--- src/logic/bfce_pkg.sv ---
// Purpose: shared constants and types for the flash command host controller
// Assumes: byte-wide parallel flash with unlock-sequence commands
// Notes: command codes and bus timing figures are adjustable here
`default_nettype none
package bfce_pkg;
  localparam int ADDR_W = 21;
  localparam int DATA_W = 8;
  localparam int ARRAY_BYTES = 2097152;
  localparam int SECTOR_COUNT = 32;
  localparam int SECTOR_SHIFT = 16;
  localparam int TOGGLE_BIT = 6;
  localparam int POLL_BIT = 7;

  // bus timing, figures in ns, counts derived from the clock period
  localparam int CLK_PERIOD_NS = 25;
  localparam int T_WP_NS = 35;
  localparam int T_ACC_NS = 70;
  localparam int T_RP_NS = 500;
  localparam int T_RH_NS = 50;
  localparam int WP_CYC = (T_WP_NS + CLK_PERIOD_NS - 1) / CLK_PERIOD_NS;
  localparam int ACC_CYC = (T_ACC_NS + CLK_PERIOD_NS - 1) / CLK_PERIOD_NS;
  localparam int RP_CYC = (T_RP_NS + CLK_PERIOD_NS - 1) / CLK_PERIOD_NS;
  localparam int RH_CYC = (T_RH_NS + CLK_PERIOD_NS - 1) / CLK_PERIOD_NS;
  localparam logic [7:0] WP_CNT = 8'(WP_CYC);
  localparam logic [7:0] ACC_CNT = 8'(ACC_CYC);
  localparam logic [7:0] RP_CNT = 8'(RP_CYC);
  localparam logic [7:0] RH_CNT = 8'(RH_CYC);

  // unlock addresses; the device does not decode them, any value works
  localparam logic [ADDR_W-1:0] UNLOCK_ADDR1 = 21'h000555;
  localparam logic [ADDR_W-1:0] UNLOCK_ADDR2 = 21'h0002aa;

  // command byte values
  localparam logic [DATA_W-1:0] CMD_UNLOCK1 = 8'haa;
  localparam logic [DATA_W-1:0] CMD_UNLOCK2 = 8'h55;
  localparam logic [DATA_W-1:0] CMD_PROGRAM = 8'ha0;
  localparam logic [DATA_W-1:0] CMD_ERASE_SETUP = 8'h80;
  localparam logic [DATA_W-1:0] CMD_CHIP_ERASE = 8'h10;
  localparam logic [DATA_W-1:0] CMD_SECTOR_ERASE = 8'h30;
  localparam logic [DATA_W-1:0] CMD_SUSPEND = 8'hb0;
  localparam logic [DATA_W-1:0] CMD_RESUME = 8'h30;
  localparam logic [DATA_W-1:0] CMD_BYPASS_ENTER = 8'h20;
  localparam logic [DATA_W-1:0] CMD_BYPASS_EXIT1 = 8'h90;
  localparam logic [DATA_W-1:0] CMD_BYPASS_EXIT2 = 8'h00;
  localparam logic [DATA_W-1:0] CMD_SW_RESET = 8'hf0;

  localparam logic [2:0] STEP_ZERO = 3'h0;

  typedef enum logic [3:0] {
    OP_READ,
    OP_PROGRAM,
    OP_CHIP_ERASE,
    OP_SECTOR_ERASE,
    OP_SECTOR_ADD,
    OP_POLL,
    OP_SUSPEND,
    OP_RESUME,
    OP_BYPASS_ENTER,
    OP_BYPASS_EXIT,
    OP_SW_RESET,
    OP_HW_RESET
  } bfce_op_e;
endpackage : bfce_pkg
`default_nettype wire

--- src/logic/bfce_host.sv ---
// Purpose: host-side command engine for a byte-wide sector flash
// Assumes: flash pins sampled synchronously to i_ref_clk
// Notes: one command at a time; completion found by toggle-bit polling
`default_nettype none
module bfce_host
  import bfce_pkg::*;
(
  // clock and reset
  input wire logic i_ref_clk,
  input wire logic i_rst,
  // user command port
  input wire logic i_cmd_valid,
  input wire bfce_pkg::bfce_op_e i_cmd_op,
  input wire logic [bfce_pkg::ADDR_W-1:0] i_cmd_addr,
  input wire logic [bfce_pkg::DATA_W-1:0] i_cmd_data,
  output logic o_cmd_ready,
  output logic o_done,
  output logic [bfce_pkg::DATA_W-1:0] o_rdata,
  output logic o_bypass,
  output logic o_suspended,
  // flash pins
  output logic o_ce_n,
  output logic o_we_n,
  output logic o_oe_n,
  output logic o_rst_n,
  output logic [bfce_pkg::ADDR_W-1:0] o_addr,
  output logic [bfce_pkg::DATA_W-1:0] o_dq,
  output logic o_dq_oe_n,
  input wire logic [bfce_pkg::DATA_W-1:0] i_dq,
  input wire logic i_ready_busy_n
);
  typedef enum logic [2:0] {S_IDLE, S_ISSUE, S_WAIT, S_POLL, S_POLL_WAIT, S_RST_LOW, S_RST_HIGH} bfce_state_e;

  bfce_state_e state_r;
  bfce_op_e op_r;
  logic [ADDR_W-1:0] addr_r;
  logic [DATA_W-1:0] data_r;
  logic [2:0] step_r;
  logic [7:0] cnt_r;
  logic first_r;
  logic prev_toggle_r;
  logic start_r;
  logic start_wr_r;
  logic [ADDR_W-1:0] cyc_addr_r;
  logic [DATA_W-1:0] cyc_data_r;
  logic cyc_done;
  logic [DATA_W-1:0] cyc_rdata;

  // number of bus cycles per operation
  function automatic logic [2:0] seq_len(input bfce_op_e op, input logic bypass);
    logic [2:0] n;
    n = 3'h1;
    unique case (op)
      OP_PROGRAM: n = bypass ? 3'h2 : 3'h4;
      OP_CHIP_ERASE, OP_SECTOR_ERASE: n = 3'h6;
      OP_BYPASS_ENTER: n = 3'h3;
      OP_BYPASS_EXIT: n = 3'h2;
      OP_READ, OP_SECTOR_ADD, OP_POLL, OP_SUSPEND, OP_RESUME, OP_SW_RESET, OP_HW_RESET: n = 3'h1;
    endcase
    return n;
  endfunction : seq_len

  // address and data of one cycle; unlock addresses are not decoded by the part
  function automatic logic [ADDR_W+DATA_W-1:0] seq_word(input bfce_op_e op, input logic [2:0] step,
      input logic bypass, input logic [ADDR_W-1:0] a, input logic [DATA_W-1:0] d);
    logic [2:0] s;
    logic [ADDR_W+DATA_W-1:0] w;
    s = (op == OP_PROGRAM && bypass) ? step + 3'h2 : step;
    w = {a, d};
    unique case (op)
      OP_PROGRAM: begin
        unique case (s)
          3'h0: w = {UNLOCK_ADDR1, CMD_UNLOCK1};
          3'h1: w = {UNLOCK_ADDR2, CMD_UNLOCK2};
          3'h2: w = {UNLOCK_ADDR1, CMD_PROGRAM};
          default: w = {a, d};
        endcase
      end
      OP_CHIP_ERASE, OP_SECTOR_ERASE: begin
        unique case (s)
          3'h0, 3'h3: w = {UNLOCK_ADDR1, CMD_UNLOCK1};
          3'h1, 3'h4: w = {UNLOCK_ADDR2, CMD_UNLOCK2};
          3'h2: w = {UNLOCK_ADDR1, CMD_ERASE_SETUP};
          default: w = (op == OP_CHIP_ERASE) ? {UNLOCK_ADDR1, CMD_CHIP_ERASE} : {a, CMD_SECTOR_ERASE};
        endcase
      end
      OP_SECTOR_ADD: w = {a, CMD_SECTOR_ERASE};
      OP_SUSPEND: w = {a, CMD_SUSPEND};
      OP_RESUME: w = {a, CMD_RESUME};
      OP_BYPASS_ENTER: begin
        unique case (s)
          3'h0: w = {UNLOCK_ADDR1, CMD_UNLOCK1};
          3'h1: w = {UNLOCK_ADDR2, CMD_UNLOCK2};
          default: w = {UNLOCK_ADDR1, CMD_BYPASS_ENTER};
        endcase
      end
      OP_BYPASS_EXIT: w = (s == STEP_ZERO) ? {a, CMD_BYPASS_EXIT1} : {a, CMD_BYPASS_EXIT2};
      OP_SW_RESET: w = {a, CMD_SW_RESET};
      OP_READ, OP_POLL, OP_HW_RESET: w = {a, d};
    endcase
    return w;
  endfunction : seq_word

  wire logic [2:0] cur_len = seq_len(op_r, o_bypass);
  wire logic [ADDR_W+DATA_W-1:0] cur_word = seq_word(op_r, step_r, o_bypass, addr_r, data_r);
  wire logic last_step = (step_r + 3'h1 == cur_len);
  wire logic is_read_op = (op_r == OP_READ) || (op_r == OP_POLL);
  // self-timed operations are waited out by polling
  wire logic needs_poll = (op_r == OP_PROGRAM) || (op_r == OP_CHIP_ERASE) ||
                          (op_r == OP_SECTOR_ERASE) || (op_r == OP_SUSPEND) || (op_r == OP_POLL);
  wire logic cur_toggle = cyc_rdata[TOGGLE_BIT];
  // finished once the toggle bit stops and ready/busy is high
  wire logic poll_settled = !first_r && (cur_toggle == prev_toggle_r) && i_ready_busy_n;
  wire logic cnt_end = (cnt_r == 8'h00);

  always_ff @(posedge i_ref_clk) begin
    if (i_rst) begin
      state_r <= S_IDLE;
      op_r <= OP_READ;
      addr_r <= '0;
      data_r <= '0;
      step_r <= STEP_ZERO;
      cnt_r <= 8'h00;
      first_r <= 1'b1;
      prev_toggle_r <= 1'b0;
      start_r <= 1'b0;
      start_wr_r <= 1'b0;
      cyc_addr_r <= '0;
      cyc_data_r <= '0;
      o_cmd_ready <= 1'b1;
      o_done <= 1'b0;
      o_rdata <= '0;
      o_bypass <= 1'b0;
      o_suspended <= 1'b0;
      o_rst_n <= 1'b1;
    end else begin
      start_r <= 1'b0;
      o_done <= 1'b0;
      unique case (state_r)
        S_IDLE: begin
          if (i_cmd_valid) begin
            op_r <= i_cmd_op;
            addr_r <= i_cmd_addr;
            data_r <= i_cmd_data;
            step_r <= STEP_ZERO;
            first_r <= 1'b1;
            o_cmd_ready <= 1'b0;
            if (i_cmd_op == OP_HW_RESET) begin
              // pin reset aborts anything running in the part
              o_rst_n <= 1'b0;
              cnt_r <= RP_CNT - 8'h01;
              state_r <= S_RST_LOW;
            end else if (i_cmd_op == OP_POLL) begin
              state_r <= S_POLL;
            end else begin
              state_r <= S_ISSUE;
            end
          end
        end
        S_ISSUE: begin
          // each command byte is an ordinary bus write
          start_r <= 1'b1;
          start_wr_r <= !is_read_op;
          cyc_addr_r <= cur_word[ADDR_W+DATA_W-1:DATA_W];
          cyc_data_r <= cur_word[DATA_W-1:0];
          state_r <= S_WAIT;
        end
        S_WAIT: begin
          if (cyc_done) begin
            if (!last_step) begin
              step_r <= step_r + 3'h1;
              state_r <= S_ISSUE;
            end else if (needs_poll) begin
              state_r <= S_POLL;
            end else begin
              if (op_r == OP_BYPASS_ENTER) o_bypass <= 1'b1;
              if (op_r == OP_BYPASS_EXIT) o_bypass <= 1'b0;
              if (op_r == OP_RESUME) o_suspended <= 1'b0;
              o_rdata <= cyc_rdata;
              o_done <= 1'b1;
              o_cmd_ready <= 1'b1;
              state_r <= S_IDLE;
            end
          end
        end
        S_POLL: begin
          start_r <= 1'b1;
          start_wr_r <= 1'b0;
          cyc_addr_r <= addr_r;
          state_r <= S_POLL_WAIT;
        end
        S_POLL_WAIT: begin
          if (cyc_done) begin
            prev_toggle_r <= cur_toggle;
            first_r <= 1'b0;
            if (poll_settled) begin
              // part is back in array read, last read is the stored byte
              if (op_r == OP_SUSPEND) o_suspended <= 1'b1;
              o_rdata <= cyc_rdata;
              o_done <= 1'b1;
              o_cmd_ready <= 1'b1;
              state_r <= S_IDLE;
            end else begin
              state_r <= S_POLL;
            end
          end
        end
        S_RST_LOW: begin
          if (cnt_end) begin
            o_rst_n <= 1'b1;
            cnt_r <= RH_CNT - 8'h01;
            state_r <= S_RST_HIGH;
          end else begin
            cnt_r <= cnt_r - 8'h01;
          end
        end
        S_RST_HIGH: begin
          if (cnt_end) begin
            o_bypass <= 1'b0;
            o_suspended <= 1'b0;
            o_done <= 1'b1;
            o_cmd_ready <= 1'b1;
            state_r <= S_IDLE;
          end else begin
            cnt_r <= cnt_r - 8'h01;
          end
        end
      endcase
    end
  end

  bfce_bus_cycle i_bfce_bus_cycle (
    .i_ref_clk(i_ref_clk),
    .i_rst(i_rst),
    .i_start(start_r),
    .i_write(start_wr_r),
    .i_addr(cyc_addr_r),
    .i_wdata(cyc_data_r),
    .i_dq(i_dq),
    .o_ce_n(o_ce_n),
    .o_we_n(o_we_n),
    .o_oe_n(o_oe_n),
    .o_addr(o_addr),
    .o_dq(o_dq),
    .o_dq_oe_n(o_dq_oe_n),
    .o_done(cyc_done),
    .o_rdata(cyc_rdata)
  );
endmodule : bfce_host
`default_nettype wire

--- src/logic/bfce_bus_cycle.sv ---
// Purpose: one asynchronous-bus read or write cycle on the flash pins
// Assumes: strobes active low, data lines released when not writing
// Notes: setup and hold are one clock each around the strobe pulse
`default_nettype none
module bfce_bus_cycle
  import bfce_pkg::*;
(
  // clock and reset
  input wire logic i_ref_clk,
  input wire logic i_rst,
  // request
  input wire logic i_start,
  input wire logic i_write,
  input wire logic [bfce_pkg::ADDR_W-1:0] i_addr,
  input wire logic [bfce_pkg::DATA_W-1:0] i_wdata,
  input wire logic [bfce_pkg::DATA_W-1:0] i_dq,
  // flash pins
  output logic o_ce_n,
  output logic o_we_n,
  output logic o_oe_n,
  output logic [bfce_pkg::ADDR_W-1:0] o_addr,
  output logic [bfce_pkg::DATA_W-1:0] o_dq,
  output logic o_dq_oe_n,
  // completion
  output logic o_done,
  output logic [bfce_pkg::DATA_W-1:0] o_rdata
);
  typedef enum logic [1:0] {C_IDLE, C_SETUP, C_STROBE, C_HOLD} bfce_cyc_e;
  bfce_cyc_e state_r;
  logic write_r;
  logic [7:0] cnt_r;
  wire logic cnt_end = (cnt_r == 8'h00);
  wire logic [7:0] strobe_len = write_r ? WP_CNT - 8'h01 : ACC_CNT - 8'h01;

  always_ff @(posedge i_ref_clk) begin
    if (i_rst) begin
      state_r <= C_IDLE;
      write_r <= 1'b0;
      cnt_r <= 8'h00;
      o_ce_n <= 1'b1;
      o_we_n <= 1'b1;
      o_oe_n <= 1'b1;
      o_addr <= '0;
      o_dq <= '0;
      o_dq_oe_n <= 1'b1;
      o_done <= 1'b0;
      o_rdata <= '0;
    end else begin
      o_done <= 1'b0;
      unique case (state_r)
        C_IDLE: begin
          if (i_start) begin
            // write and output strobes never overlap, so no contention
            write_r <= i_write;
            o_addr <= i_addr;
            o_dq <= i_wdata;
            o_dq_oe_n <= ~i_write;
            o_ce_n <= 1'b0;
            state_r <= C_SETUP;
          end
        end
        C_SETUP: begin
          o_we_n <= ~write_r;
          o_oe_n <= write_r;
          cnt_r <= strobe_len;
          state_r <= C_STROBE;
        end
        C_STROBE: begin
          if (cnt_end) begin
            if (!write_r) o_rdata <= i_dq;
            o_we_n <= 1'b1;
            o_oe_n <= 1'b1;
            state_r <= C_HOLD;
          end else begin
            cnt_r <= cnt_r - 8'h01;
          end
        end
        C_HOLD: begin
          // chip select high between cycles puts the part in standby
          o_ce_n <= 1'b1;
          o_dq_oe_n <= 1'b1;
          o_done <= 1'b1;
          state_r <= C_IDLE;
        end
      endcase
    end
  end
endmodule : bfce_bus_cycle
`default_nettype wire

--- config.mk ---
export PLATFORM = sky130hd
export DESIGN_NAME = bfce_host
export DESIGN_NICKNAME = d
export VERILOG_FILES = /design/src/logic/bfce_pkg.sv /design/src/logic/bfce_host.sv /design/src/logic/bfce_bus_cycle.sv
export SDC_FILE = /design/constraint.sdc
export NUM_CORES = 1
export LEC_CHECK = 0
export BUFFER_PORTS_ARGS = -buffer_cell sky130_fd_sc_hd__buf_4
export CORE_MARGIN = 1.5
export CORE_UTILIZATION = 28
export DETAILED_ROUTE_END_ITERATION = 10
export GPL_TIMING_DRIVEN = 0
export SYNTH_ARGS = -nofsm -noshare
export SYNTH_HDL_FRONTEND = slang
export SYNTH_SLANG_ARGS = --single-unit
--- constraint.sdc ---
create_clock -name i_ref_clk -period 2.6 [get_ports i_ref_clk]
set_clock_uncertainty 0.05 [all_clocks]
set_input_delay 0.39 -clock i_ref_clk [delete_from_list [all_inputs] [get_ports i_ref_clk]]
set_output_delay 0.39 -clock i_ref_clk [all_outputs]
set_load 0.1 [all_outputs]
### After elaboration in Yosys (flattened, before gate mapping)

Cells that the tools add are included.

| cells by class | value |
|---|---|
| multipliers | 0 |
| bitwise gates (word level) | 2 |
| divide/modulo/power cells | 0 |
| shift-type cells | 0 |
| equal/unequal tests | 45 |
| add/sub/neg operators | 4 |
| magnitude comparators | 0 |
| mux-type cells | 88 |
| reduce and logical (&&, ||, !) cells | 51 |

Operators with widths:

| cell | number |
|---|---|
| $pmux 29 s8 | 1 |
| $pmux 29 s3 | 2 |
| $mux 8 | 11 |
| $pmux 21 s2 | 1 |
| $pmux 19 s2 | 1 |
| $mux 1 | 35 |
| $mux 3 | 11 |
| $pmux 8 s2 | 2 |
| $mux 29 | 1 |
| $ne 2x2->1 const B | 13 |
| $pmux 8 s3 | 1 |
| $pmux 3 s7 | 1 |
| $eq 4x3->1 const B | 5 |
| $eq 4x4->1 const B | 5 |
| $logic_not 8->1 | 2 |
| $pmux 1 s2 | 8 |
| $reduce_bool 2->1 | 8 |
| $sub 8x1->8 const B | 2 |
| $pmux 3 s5 | 1 |
| $mux 2 | 7 |
| $reduce_and 2->1 | 7 |
| $eq 3x2->1 const B | 4 |
| $eq 3x3->1 const B | 4 |
| $reduce_and 4->1 | 3 |
| 32 further kinds | 54 |

| storage, ports and cells | value |
|---|---|
| register bits after elaboration | 146 |
| input bits | 45 |
| bits in latches | 0 |
| logic and storage cells | 219 |
| memory bits (writable) | 0 |
| output and inout bits | 46 |
| memory bits (read-only) | 0 |
| memories | 0 |

### Longest topological paths before layout

Gate-level depths: netlist of run 1.

| depth | value |
|---|---|
| depth in word-level cells | 9 |
| mapped depth | 9 |

### Modules after synthesis

A second synthesis of run 1 with hierarchy kept.

| unflattened totals | value |
|---|---|
| cell total of the unflattened synthesis | 886 |
| area, all modules | 7,011.7 um^2 |

Modules (own cells, without submodules):

| module | cells each | instances | area each (um^2) |
|---|---|---|---|
| bfce_host | 641 | 1 | 4,927.2 |
| bfce_bus_cycle | 245 | 1 | 2,084.5 |

### Worst setup path after synthesis of run 1

OpenSTA, ideal clock, no wires.

| timing path | value |
|---|---|
| path kind | flip-flop to flip-flop |
| start point | register o_bypass |
| end point | register cyc_addr_r[11] |
| path slack | -126 ps |
| stages on the path, launching flop included | 9 |
| data arrival time | 2,616 ps |
| cells stage by stage | dfxtp_1 clkbuf_1 inv_1 nor4_4 o21ai_1 o21ai_2 a2111oi_2 nor4_4 a22o_1 |

| between the ends | value |
|---|---|
| word-level cells in the longest chain between the ends | 7 |
| elaborated cells between the ends (all ways) | 13 |
| those cells by class | 4 x eq/ne; 5 x mux; 4 x reduce/logical |

Ends and longest elaborated chain:

| what | line | RTL |
|---|---|---|
| from (decl) | bfce_host.sv:19 | `output logic o_bypass,` |
| from (signal assigned) | bfce_host.sv:133 | `o_bypass <= 1'b0;` |
| from (signal assigned) | bfce_host.sv:176 | `if (op_r == OP_BYPASS_ENTER) o_bypass <= 1'b1;` |
| from (signal assigned) | bfce_host.sv:177 | `if (op_r == OP_BYPASS_EXIT) o_bypass <= 1'b0;` |
| $logic_and 1x1->1 * | bfce_host.sv:68 | `s = (op == OP_PROGRAM && bypass) ? step + 3'h2 : step;` |
| $mux 3 * | bfce_host.sv:68 |  |
| $eq 3x1->1, or another cell as far along | bfce_host.sv:72, bfce_host.sv:80 |  |
| $reduce_or 2->1 | bfce_host.sv:80 | `unique case (s)` |
| $pmux 29 s3 | bfce_host.sv:80 |  |
| $pmux 29 s8 * | bfce_host.sv:70 | `unique case (op)` |
| $pmux 21 s2 * | bfce_host.sv:139 | `unique case (state_r)` |
| to (signal assigned) | bfce_host.sv:164 | `cyc_addr_r <= cur_word[ADDR_W+DATA_W-1:DATA_W];` |
| to (signal assigned) | bfce_host.sv:189 | `cyc_addr_r <= addr_r;` |
| to (decl) | bfce_host.sv:44 | `logic [ADDR_W-1:0] cyc_addr_r;` |

Every way passes the cells marked *; elsewhere a longest branch is shown, timed or not.
A chain may end at the register's enable or synchronous reset.

### Worst setup path after layout of run 1

| timing path | value |
|---|---|
| start point | register op_r[0] |
| end point | register cyc_data_r[0] |

| between the ends | value |
|---|---|
| word-level cells in the longest chain between the ends | 7 |
| elaborated cells between the ends (all ways) | 28 |
| those cells by class | 15 x eq/ne; 5 x mux; 8 x reduce/logical |

Ends and longest elaborated chain:

| what | line | RTL |
|---|---|---|
| from (decl) | bfce_host.sv:35 | `bfce_op_e op_r;` |
| from (signal assigned) | bfce_host.sv:142 | `op_r <= i_cmd_op;` |
| $eq 4x1->1 | bfce_host.sv:68, bfce_host.sv:70 |  |
| $logic_and 1x1->1 | bfce_host.sv:68 |  |
| $mux 3 | bfce_host.sv:68 |  |
| $eq 3x1->1, or another cell as far along | bfce_host.sv:72, bfce_host.sv:80, bfce_host.sv:91 |  |
| $reduce_or 2->1 | bfce_host.sv:80 |  |
| $pmux 29 s3 | bfce_host.sv:80 |  |
| $pmux 29 s8 * | bfce_host.sv:70 |  |
| to (signal assigned) | bfce_host.sv:165 | `cyc_data_r <= cur_word[DATA_W-1:0];` |
| to (decl) | bfce_host.sv:45 | `logic [DATA_W-1:0] cyc_data_r;` |

Marked as above.

==> results_dict.tcl, run 1 <==
set metrics [dict create \
    outcome "completed" \
    grt_pass1_vias 6968 \
    slowest_delay_ns 0.57 \
    dp_slack_ns -0.423 \
    syn-cell-area_sq_um 7220 \
    synth_edf_count 0 \
    start_util_pct 28.6 \
    max_cap_violations 0 \
    cts_root_buffer "clkbuf_16" \
    min_period_over_period_pct 98.8 \
    hold_buffers 0 \
    final_cells 1381 \
    drv_slew 0 \
    track_usage_pct 18.6 \
    hp-start "i_dq[0]" \
    critPathCaptureType "flop" \
    cp_slowest_cell "or4b_4" \
    cts.reportedPaths.clkPinSlew_ns 0.07 \
    vias_per_cell 5.22 \
    synth_flop_cell "dfxtp_1" \
    relSlewSlack_pct 31.3 \
    fp-row-count 58 \
    dpl.cell_count 1344 \
    reg2reg_depth 8 \
    critPathLaunchType "flop" \
    vias 7210 \
    syn_inst 923 \
    final_layout_size_suffix_gt1_share_pct 17.5 \
    overflow 0 \
    crit_top_cell "a211oi_2" \
    setup_viol 0 \
    timing.final.ws_setup_ns 0.0312 \
    clkSinkCount 146 \
    path_cells "buf_2 > or4b_4 > o211ai_1 > a2111oi_1 > a211oi_2 > a21oi_1 > a211oi_2 > nor3_1" \
    mostFrequentLayoutCell "nand2_1" \
    nNetsFinal 1092 \
    coreArea_sq_um 25300 \
    ys.warnings.count 0 \
    critical_path_required_ns 2.83 \
    dp_hpwl_microns 17700 \
    rsz0062_at_grt "yes" \
    min_to "i_bfce_bus_cycle.o_rdata[0]" \
    crit_type "flop to flop" \
    cts_made_buffers 17 \
    h-tree-depth 4 \
    final_cell_mix "186 x nand2_1, 145 x dfxtp_1, 128 x a21oi_1" \
    grt_pass1_wl_microns 38600 \
    initialDrtViolationCount 554 \
    timing.fmax_mhz 389 \
    grt_max_degree 17 \
    avgSynthCellArea_sq_um 7.82 \
    io_buffers 90 \
    synth_cell_type_count 74 \
    r2r-start "op_r[0]" \
    place.gp.congestion 0.942 \
    worst_ep_arrival_time_ns 2.80 \
    rrSetupSlack_ns 0.03 \
    die-area_sq_um 26700 \
    area.growth.synth_to_final_pct 26.2 \
    holdPathStages 3 \
    fin_total_pwr_mw 8.90 \
    ant_nets 0 \
    wl_microns 24400 \
    period_minus_slack_ns 2.57 \
    power-per-cell-area_nw_per_um2 977 \
    worstReg2RegEnd "cyc_data_r[0]" \
    syn_nets 977 \
    p_leak_nw 3.37 \
    die_y_microns 164 \
    ios 91 \
    cts_tree "yes" \
    hp-class "input port to flop" \
    yosysSeqAreaShare_pct 40.5 \
    async_flop_share_pct 0 \
    drc 0 \
    ir_drop_uv 443 \
    wl_per_cell_microns 17.6 \
    first_pass_iters 5 \
    grt_antenna_before_repair 0 \
    synth.ff_latch_count 146 \
    diodes 0 \
    ctsLongestPathBuffers 2 \
    worstMarginPinSlew_ns 1.03 \
    hold_viol 0 \
    chipWidth_microns 164 \
    crit_fanout 8 \
    clk_latency_ns 0.43 \
]
power by group:
group,switching [mW],internal (mW)
combinational,2.29,1.11
sequential,0.323,2.60
clock,1.10,1.48
total,3.71,5.19
layer usage:
metal  up-vias  global-route usage, %  part of all wire [%]
met5         -                      0                     0
met4         0                   5.54                   1.5
met3        31                   4.37                   7.4
met2       248                   28.5                    44
met1      3419                   25.7                    47
li1       3512                      -                     -
worst max-delay path, delay by kind of cell (launching register included):
kind | cells | cell delay (ns)
simple gates | 2 | 0.66
compound gates | 5 | 1.25
flops | 1 | 0.30
buf+inv | 1 | 0.17
sequential cells by signal, indices dropped and copies added (netlist names), 4 cells and up:
signal and cells:
i_bfce_bus_cycle.cnt_r 8, addr_r 21, i_bfce_bus_cycle.o_addr 21, op_r 4
cnt_r 8, o_rdata 8, cyc_data_r 8, i_bfce_bus_cycle.o_dq 8
data_r 8, i_bfce_bus_cycle.o_rdata 8, cyc_addr_r 21
metrics by stage:
step | hold slack [ns] | setup TNS [ns] | area [sq um] | util (%)
2_1_floorplan | 0.375 | 0 | 7220 | -
3_3_place_gp | 0.393 | -17.97 | 8310 | 32.9
3_5_place_dp | 0.397 | -5.21 | 8320 | 32.9
4_1_cts | 0.127 | -0.00298 | 9010 | 35.7
5_1_grt | 0.136 | -0.123 | 9100 | 36.1
6_report | 0.138 | 0 | 9100 | 36.1
worst max path at each step:
stage	slack [ns]	from	end	cells past startpoint
after CTS	-0.003	op_r[0]	cyc_data_r[5]	8
after detailed placement	-0.42	op_r[0]	cyc_addr_r[6]	8
after global placement	-0.65	state_r[2]	addr_r[9]	5
after global routing	-0.08	op_r[0]	cyc_data_r[0]	8
final	0.03	op_r[0]	cyc_data_r[0]	8
after floorplan	0.18	o_bypass	cyc_addr_r[11]	8
cells by family after synthesis:
| group | after synthesis | share of synthesized area, % |
|---|---|---|
| AOI/OAI and AO/OA | 283 | 24.9 |
| xor gates and xnor gates | 16 | 1.94 |
| adders and majority gates | 9 | 1.56 |
| buffers and inverters | 77 | 4.07 |
| DFF | 146 | 40.5 |
| muxes | 19 | 2.67 |
| and+or+nand+nor | 373 | 24.3 |
cell usage after synthesis (all sizes together) (9+ instances only):
library cell  number  area share (%)
a211oi            10             1.1
a21oi            129             8.9
a22o              10             1.2
and3               9            0.78
buf                9            0.54
clkbuf            53             2.8
dfxtp            146              41
ha                 9             1.6
inv               14            0.73
mux2i             17             2.4
nand2            186             9.7
nand2b            18             1.6
nand3             18             1.3
nor2              73             3.8
nor2b             12             1.0
nor3              13            0.97
nor4              12             1.5
o21ai             45             3.3
xor2              11             1.3
final cells by class:
cell class,instances,area [sq um]
tap,330,413
fill,2676,16100
timing repair buffer,97,741
multi-input combinational,700,4110
inverter,15,56.3
clock buffer,18,439
clock inverter,14,171
sequential,146,2920
buffer,61,246
what timing repair did:
action	CTS	global route
endpoints found under the setup margin	27	45
buffers inserted	4	2
resized for setup	7	35
pin swaps	1	1
Note: power is estimated with default switching activity, not from simulation.
==> run 2: changes to the inputs <==
==> constraint.sdc (replaced) <==
create_clock -name i_ref_clk -period 2.6 [get_ports i_ref_clk]
set_clock_uncertainty 0.05 [all_clocks]
set_input_delay 0.39 -clock i_ref_clk [delete_from_list [all_inputs] [get_ports i_ref_clk]]
set_output_delay 0.39 -clock i_ref_clk [all_outputs]
set_load 0.005 [all_outputs]
==> run 2 against run 1 <==
Net effect:
- cell area is 0.54% lower
- worst hold slack better by 0.0099 ns
- utilization is 0.19 points lower
- non-clock buffer count is 1 lower
- wire length is 3.7% lower
- first-iteration DRC count is 22% higher
- sequential share of layout area is 0.16 points higher
- critical path depth is 1 lower
- maximum frequency is 3.5% higher
- setup slack better by 0.088 ns
- count of clock-buffer cells in the layout is 1 higher
- sequential power hardly changed
- critical endpoint is now cyc_addr_r[9]
- largest power group unchanged
==> results_dict.tcl, run 2 (synthesis results as in run 1) <==
set metrics [dict create \
    outcome "completed" \
    power_frac_seq_pct 34.5 \
    die_y_microns 164 \
    crit_fanout 8 \
    final_cell_mix "186 x nand2_1, 146 x dfxtp_1, 129 x a21oi_1" \
    max_cap_violations 0 \
    timing.fmax_mhz 403 \
    cts.reportedPaths.clkPinSlew_ns 0.06 \
    min_to "i_bfce_bus_cycle.o_rdata[1]" \
    reg.largest.list "addr_r x21, cyc_addr_r x21, i_bfce_bus_cycle.o_addr x21" \
    worstMarginPinSlew_ns 1.04 \
    rrSetupSlack_ns 0.12 \
    first_pass_iters 5 \
    worst_ep_arrival_time_ns 2.74 \
    fin_total_pwr_mw 8.48 \
    h-tree-depth 4 \
    cts_tree "yes" \
    hp-class "input port to flop" \
    grt_pass1_wl_microns 37700 \
    hp-start "i_dq[1]" \
    wl_microns 23500 \
    track_usage_pct 18.1 \
    crit_type "flop to flop" \
    hold_buffers 0 \
    ios 91 \
    critPathLaunch "op_r[0]" \
    rsz0062_at_grt "yes" \
    grt_max_degree 17 \
    wl_per_cell_microns 17.0 \
    nNetsFinal 1091 \
    drc 0 \
    worstReg2RegEnd "cyc_addr_r[9]" \
    post_dp_cell_area_sq_um 8320 \
    period_minus_slack_ns 2.48 \
    clkSinkCount 146 \
    relSlewSlack_pct 30.5 \
    start_util_pct 28.6 \
    final_layout_size_suffix_gt1_share_pct 17.0 \
    power_frac_comb_pct 36.9 \
    final_cells 1379 \
    setup_viol 0 \
    ir_drop_uv 395 \
    power-per-cell-area_nw_per_um2 936 \
    initialDrtViolationCount 676 \
    fin_area_sq_um 9060 \
    place.gp.congestion 0.942 \
    min_period_over_period_pct 95.4 \
    grt_antenna_before_repair 0 \
    die-area_sq_um 26700 \
    reg2reg_depth 7 \
    switching_share_pct 39.3 \
    coreArea_sq_um 25300 \
    timing.setup.tns_ns 0 \
    cts_root_buffer "clkbuf_16" \
    whs_ns 0.148 \
    mostFrequentLayoutCell "nand2_1" \
    clk_latency_ns 0.43 \
    p_clk_share_pct 28.6 \
    chipWidth_microns 164 \
    cts_made_buffers 17 \
    dp_hpwl_microns 17300 \
    io_buffers 90 \
    ctsLongestPathBuffers 2 \
    vias 7119 \
    ant_nets 0 \
    dpl.cell_count 1344 \
    final_util_pct 35.9 \
    hold_viol 0 \
    fp-row-count 58 \
    critPathLaunchType "flop" \
    diodes 0 \
    vias_per_cell 5.16 \
    p_leak_nw 3.33 \
    area.growth.synth_to_final_pct 25.5 \
    overflow 0 \
    dp_slack_ns -0.267 \
    timing.final.ws_setup_ns 0.119 \
    critPathCaptureType "flop" \
    grt_pass1_vias 6928 \
    holdPathStages 3 \
    p_sw_mw 3.33 \
    critical_path_required_ns 2.86 \
    r2r-start "op_r[0]" \
    drv_slew 0 \
    power.internal_mw 5.14 \
]
-- run 2: worst max path at each step --
stage,to,slack [ns],cells after the start
after floorplan,cnt_r[5],0.39,7
after global placement,addr_r[14],-0.60,5
after detailed placement,cyc_addr_r[4],-0.27,8
after CTS,cyc_addr_r[1],0.05,7
after global routing,cyc_addr_r[0],-0.03,9
final,cyc_addr_r[9],0.12,7
-- run 2: worst max-delay path, stage by stage, from the launching register on --
cell	delay (ns)
dfxtp_1	0.30
buf_2	0.17
or4b_4	0.56
o211ai_1	0.20
a2111oi_1	0.14
a211oi_2	0.43
nor2_2	0.13
a221o_1	0.37
-- run 2: cell type report --
type / count / area, sq um
Buffer: 62 / 253
Clock buffer: 19 / 443
Clock inverter: 12 / 133
Fill cell: 2701 / 16200
Inverter: 15 / 56.3
Multi-Input combinational cell: 700 / 4110
Sequential cell: 146 / 2920
Tap cell: 330 / 413
Timing Repair Buffer: 95 / 726
-- run 2: timing repair --
action / CTS / global route
buffers inserted: 3 / 1
cloned: 0 / 0
gates resized for setup: 8 / 35
pin swaps: 2 / 4
endpoints found under the setup margin: 28 / 48
-- run 2: layer usage --
| layer | vias up | share of wire, % | global-route usage (%) |
|---|---|---|---|
| met5 | - | 0 | 0 |
| met4 | 0 | 1.8 | 5.91 |
| met3 | 37 | 9.4 | 5.46 |
| met2 | 263 | 43 | 27.0 |
| met1 | 3313 | 46 | 24.8 |
| li1 | 3506 | - | - |
-- run 2: power groups by stage --
stage	Clock (mW)	Combinational (mW)	Sequential, mW
after floorplan	0	2.13	2.86
after global placement	0	2.96	2.96
after detailed placement	0	2.99	2.96
after CTS	2.47	3.05	2.92
after global routing	2.57	3.48	2.97
final	2.43	3.13	2.93
==> run 3: changes to the inputs <==
--- a/config.mk
+++ b/config.mk
@@ -6,10 +6,13 @@
 export NUM_CORES = 1
 export LEC_CHECK = 0
 export BUFFER_PORTS_ARGS = -buffer_cell sky130_fd_sc_hd__buf_4
+export CELL_PAD_IN_SITES_DETAIL_PLACEMENT = 0
+export CELL_PAD_IN_SITES_GLOBAL_PLACEMENT = 1
 export CORE_MARGIN = 1.5
 export CORE_UTILIZATION = 28
 export DETAILED_ROUTE_END_ITERATION = 10
 export GPL_TIMING_DRIVEN = 0
+export PLACE_DENSITY_LB_ADDON = 0.1
 export SYNTH_ARGS = -nofsm -noshare
 export SYNTH_HDL_FRONTEND = slang
 export SYNTH_SLANG_ARGS = --single-unit
==> run 3 against run 2 <==
Net effect:
- maximum frequency grew 0.14%
- global-route usage grew 1.3 points
- flip-flop and latch count is the same
- cell area grew 0.36%
- critical path depth shrank 2
- register-to-register slack is essentially flat
- setup slack gained 0.0034 ns
- critical endpoint is now cyc_addr_r[20]
- combinational power grew 3%
- largest power group unchanged
- non-clock buffer count grew 5
- count of clock-buffer cells in the layout grew 2
==> results_dict.tcl, run 3 (synthesis results as in run 1) <==
set metrics [dict create \
    outcome "completed" \
    hold_buffers 0 \
    coreArea_sq_um 25300 \
    diodes 0 \
    grt_use_met2_pct 31.2 \
    whs_ns 0.153 \
    worst_ep_arrival_time_ns 2.79 \
    max_cap_violations 0 \
    power-per-cell-area_nw_per_um2 934 \
    multi_input_area_sq_um 4130 \
    fin_total_pwr_mw 8.49 \
    critPathCaptureType "flop" \
    ant_nets 0 \
    critPathTopFamily "simple AND/OR/NAND/NOR gates" \
    ios 91 \
    gr-usage-met3_pct 3.25 \
    mostFrequentLayoutCell "nand2_1" \
    h-tree-depth 4 \
    nNetsFinal 1096 \
    io_buffers 90 \
    first_pass_iters 4 \
    fp-row-count 58 \
    dp_hpwl_microns 18500 \
    wl_microns 25400 \
    p_leak_nw 3.36 \
    post_dp_cell_area_sq_um 8320 \
    die-area_sq_um 26700 \
    drv_slew 0 \
    overflow 0 \
    die_y_microns 164 \
    track_usage_pct 19.4 \
    grt_max_degree 17 \
    relSlewSlack_pct 34.2 \
    dp_slack_ns -0.391 \
    timing.fmax_mhz 404 \
    timing.final.ws_setup_ns 0.122 \
    crit_buf_inv 2 \
    final_layout_size_suffix_gt1_share_pct 17.9 \
    cts_root_buffer "clkbuf_16" \
    dpl.cell_count 1344 \
    ir_drop_uv 404 \
    final_cells 1385 \
    globalRouteMet1Util_pct 26.5 \
    grt_pass1_wl_microns 39400 \
    rsz0062_at_grt "yes" \
    crit_fanout 10 \
    final_cell_mix "186 x nand2_1, 146 x dfxtp_1, 128 x a21oi_1" \
    grt_antenna_before_repair 1 \
    worstMarginPinSlew_ns 0.987 \
    clk_latency_ns 0.43 \
    critical_path_required_ns 2.91 \
    start_util_pct 28.6 \
    hold_viol 0 \
    cts_tree "yes" \
    cts_made_buffers 17 \
    clkSinkCount 146 \
    wl_per_cell_microns 18.4 \
    chipWidth_microns 164 \
    grt_pass1_vias 6795 \
    cp_slowest_cell "nor2_1" \
    setup_viol 0 \
    busiest_layer "met2" \
    nFillCells 2772 \
    place.gp.congestion 0.830 \
    ctsLongestPathBuffers 2 \
    cts.reportedPaths.clkPinSlew_ns 0.07 \
    period_minus_slack_ns 2.48 \
    area.growth.synth_to_final_pct 26.0 \
    path_cells "clkbuf_1 > nor2b_1 > buf_1 > nor2_1 > a22o_1" \
    vias 7019 \
    critPathLaunchType "flop" \
    reg.largest.list "addr_r x21, cyc_addr_r x21, i_bfce_bus_cycle.o_addr x21" \
    min_period_over_period_pct 95.3 \
    vias_per_cell 5.07 \
    drc 0 \
    crit_type "flop to flop" \
    final_util_pct 36.0 \
    slowest_delay_ns 0.71 \
    hp-class "input port to flop" \
    timing.setup.tns_ns 0 \
    initialDrtViolationCount 390 \
    fin_area_sq_um 9090 \
    seq_area_sq_um 2920 \
]
==> run 3: path summary, 6_finish.rpt <==
check / startpoint / to / slack, ns / cells past startpoint
setup / recovery: state_r[2] / cyc_addr_r[20] / 0.12 / 5
hold / removal: i_dq[5] / i_bfce_bus_cycle.o_rdata[5] / 0.15 / 3
setup reg to reg: state_r[2] / cyc_addr_r[20] / 0.12 / 5
hold reg to reg: i_bfce_bus_cycle.o_addr[7] / i_bfce_bus_cycle.o_addr[7] / 0.40 / 2
==> run 3: power breakdown <==
part           switching, mW  total (mW)  internal (mW)  leakage, nW
Sequential             0.322        2.92           2.60         1.18
Combinational           2.08        3.22           1.13         1.91
Clock                   1.03        2.35           1.32        0.258
==> run 3: layout make-up <==
type | count | area share, %
Timing Repair Buffer | 101 | 8.48
Tap cell | 330 | 4.54
Inverter | 15 | 0.619
Clock inverter | 11 | 1.17
Sequential cell | 146 | 32.2
Clock buffer | 21 | 4.85
Buffer | 61 | 2.75
Multi-Input combinational cell | 700 | 45.4
==> run 3: routing by layer <==
layer / vias up / share of wire (%) / wire length (microns)
li1: 3516 / - / -
met1: 3343 / 49 / 12300
met2: 140 / 47 / 11800
met3: 20 / 3.5 / 885
met4: 0 / 1.4 / 358
met5: - / 0 / 0
==> run 3: repair_timing <==
item / in CTS / in global routing
buffers inserted: 5 / 5
resized for setup: 10 / 40
endpoints found under the hold margin: 0 / 0
gates cloned: 0 / 0
endpoints found under the setup margin: 34 / 57
pin swaps: 3 / 2
==> run 3: worst register-to-register path, stage by stage (launching register included) <==
cell and delay, ns:
dfxtp_1 0.48, clkbuf_1 0.42, nor2b_1 0.21, buf_1 0.29
nor2_1 0.71, a22o_1 0.24
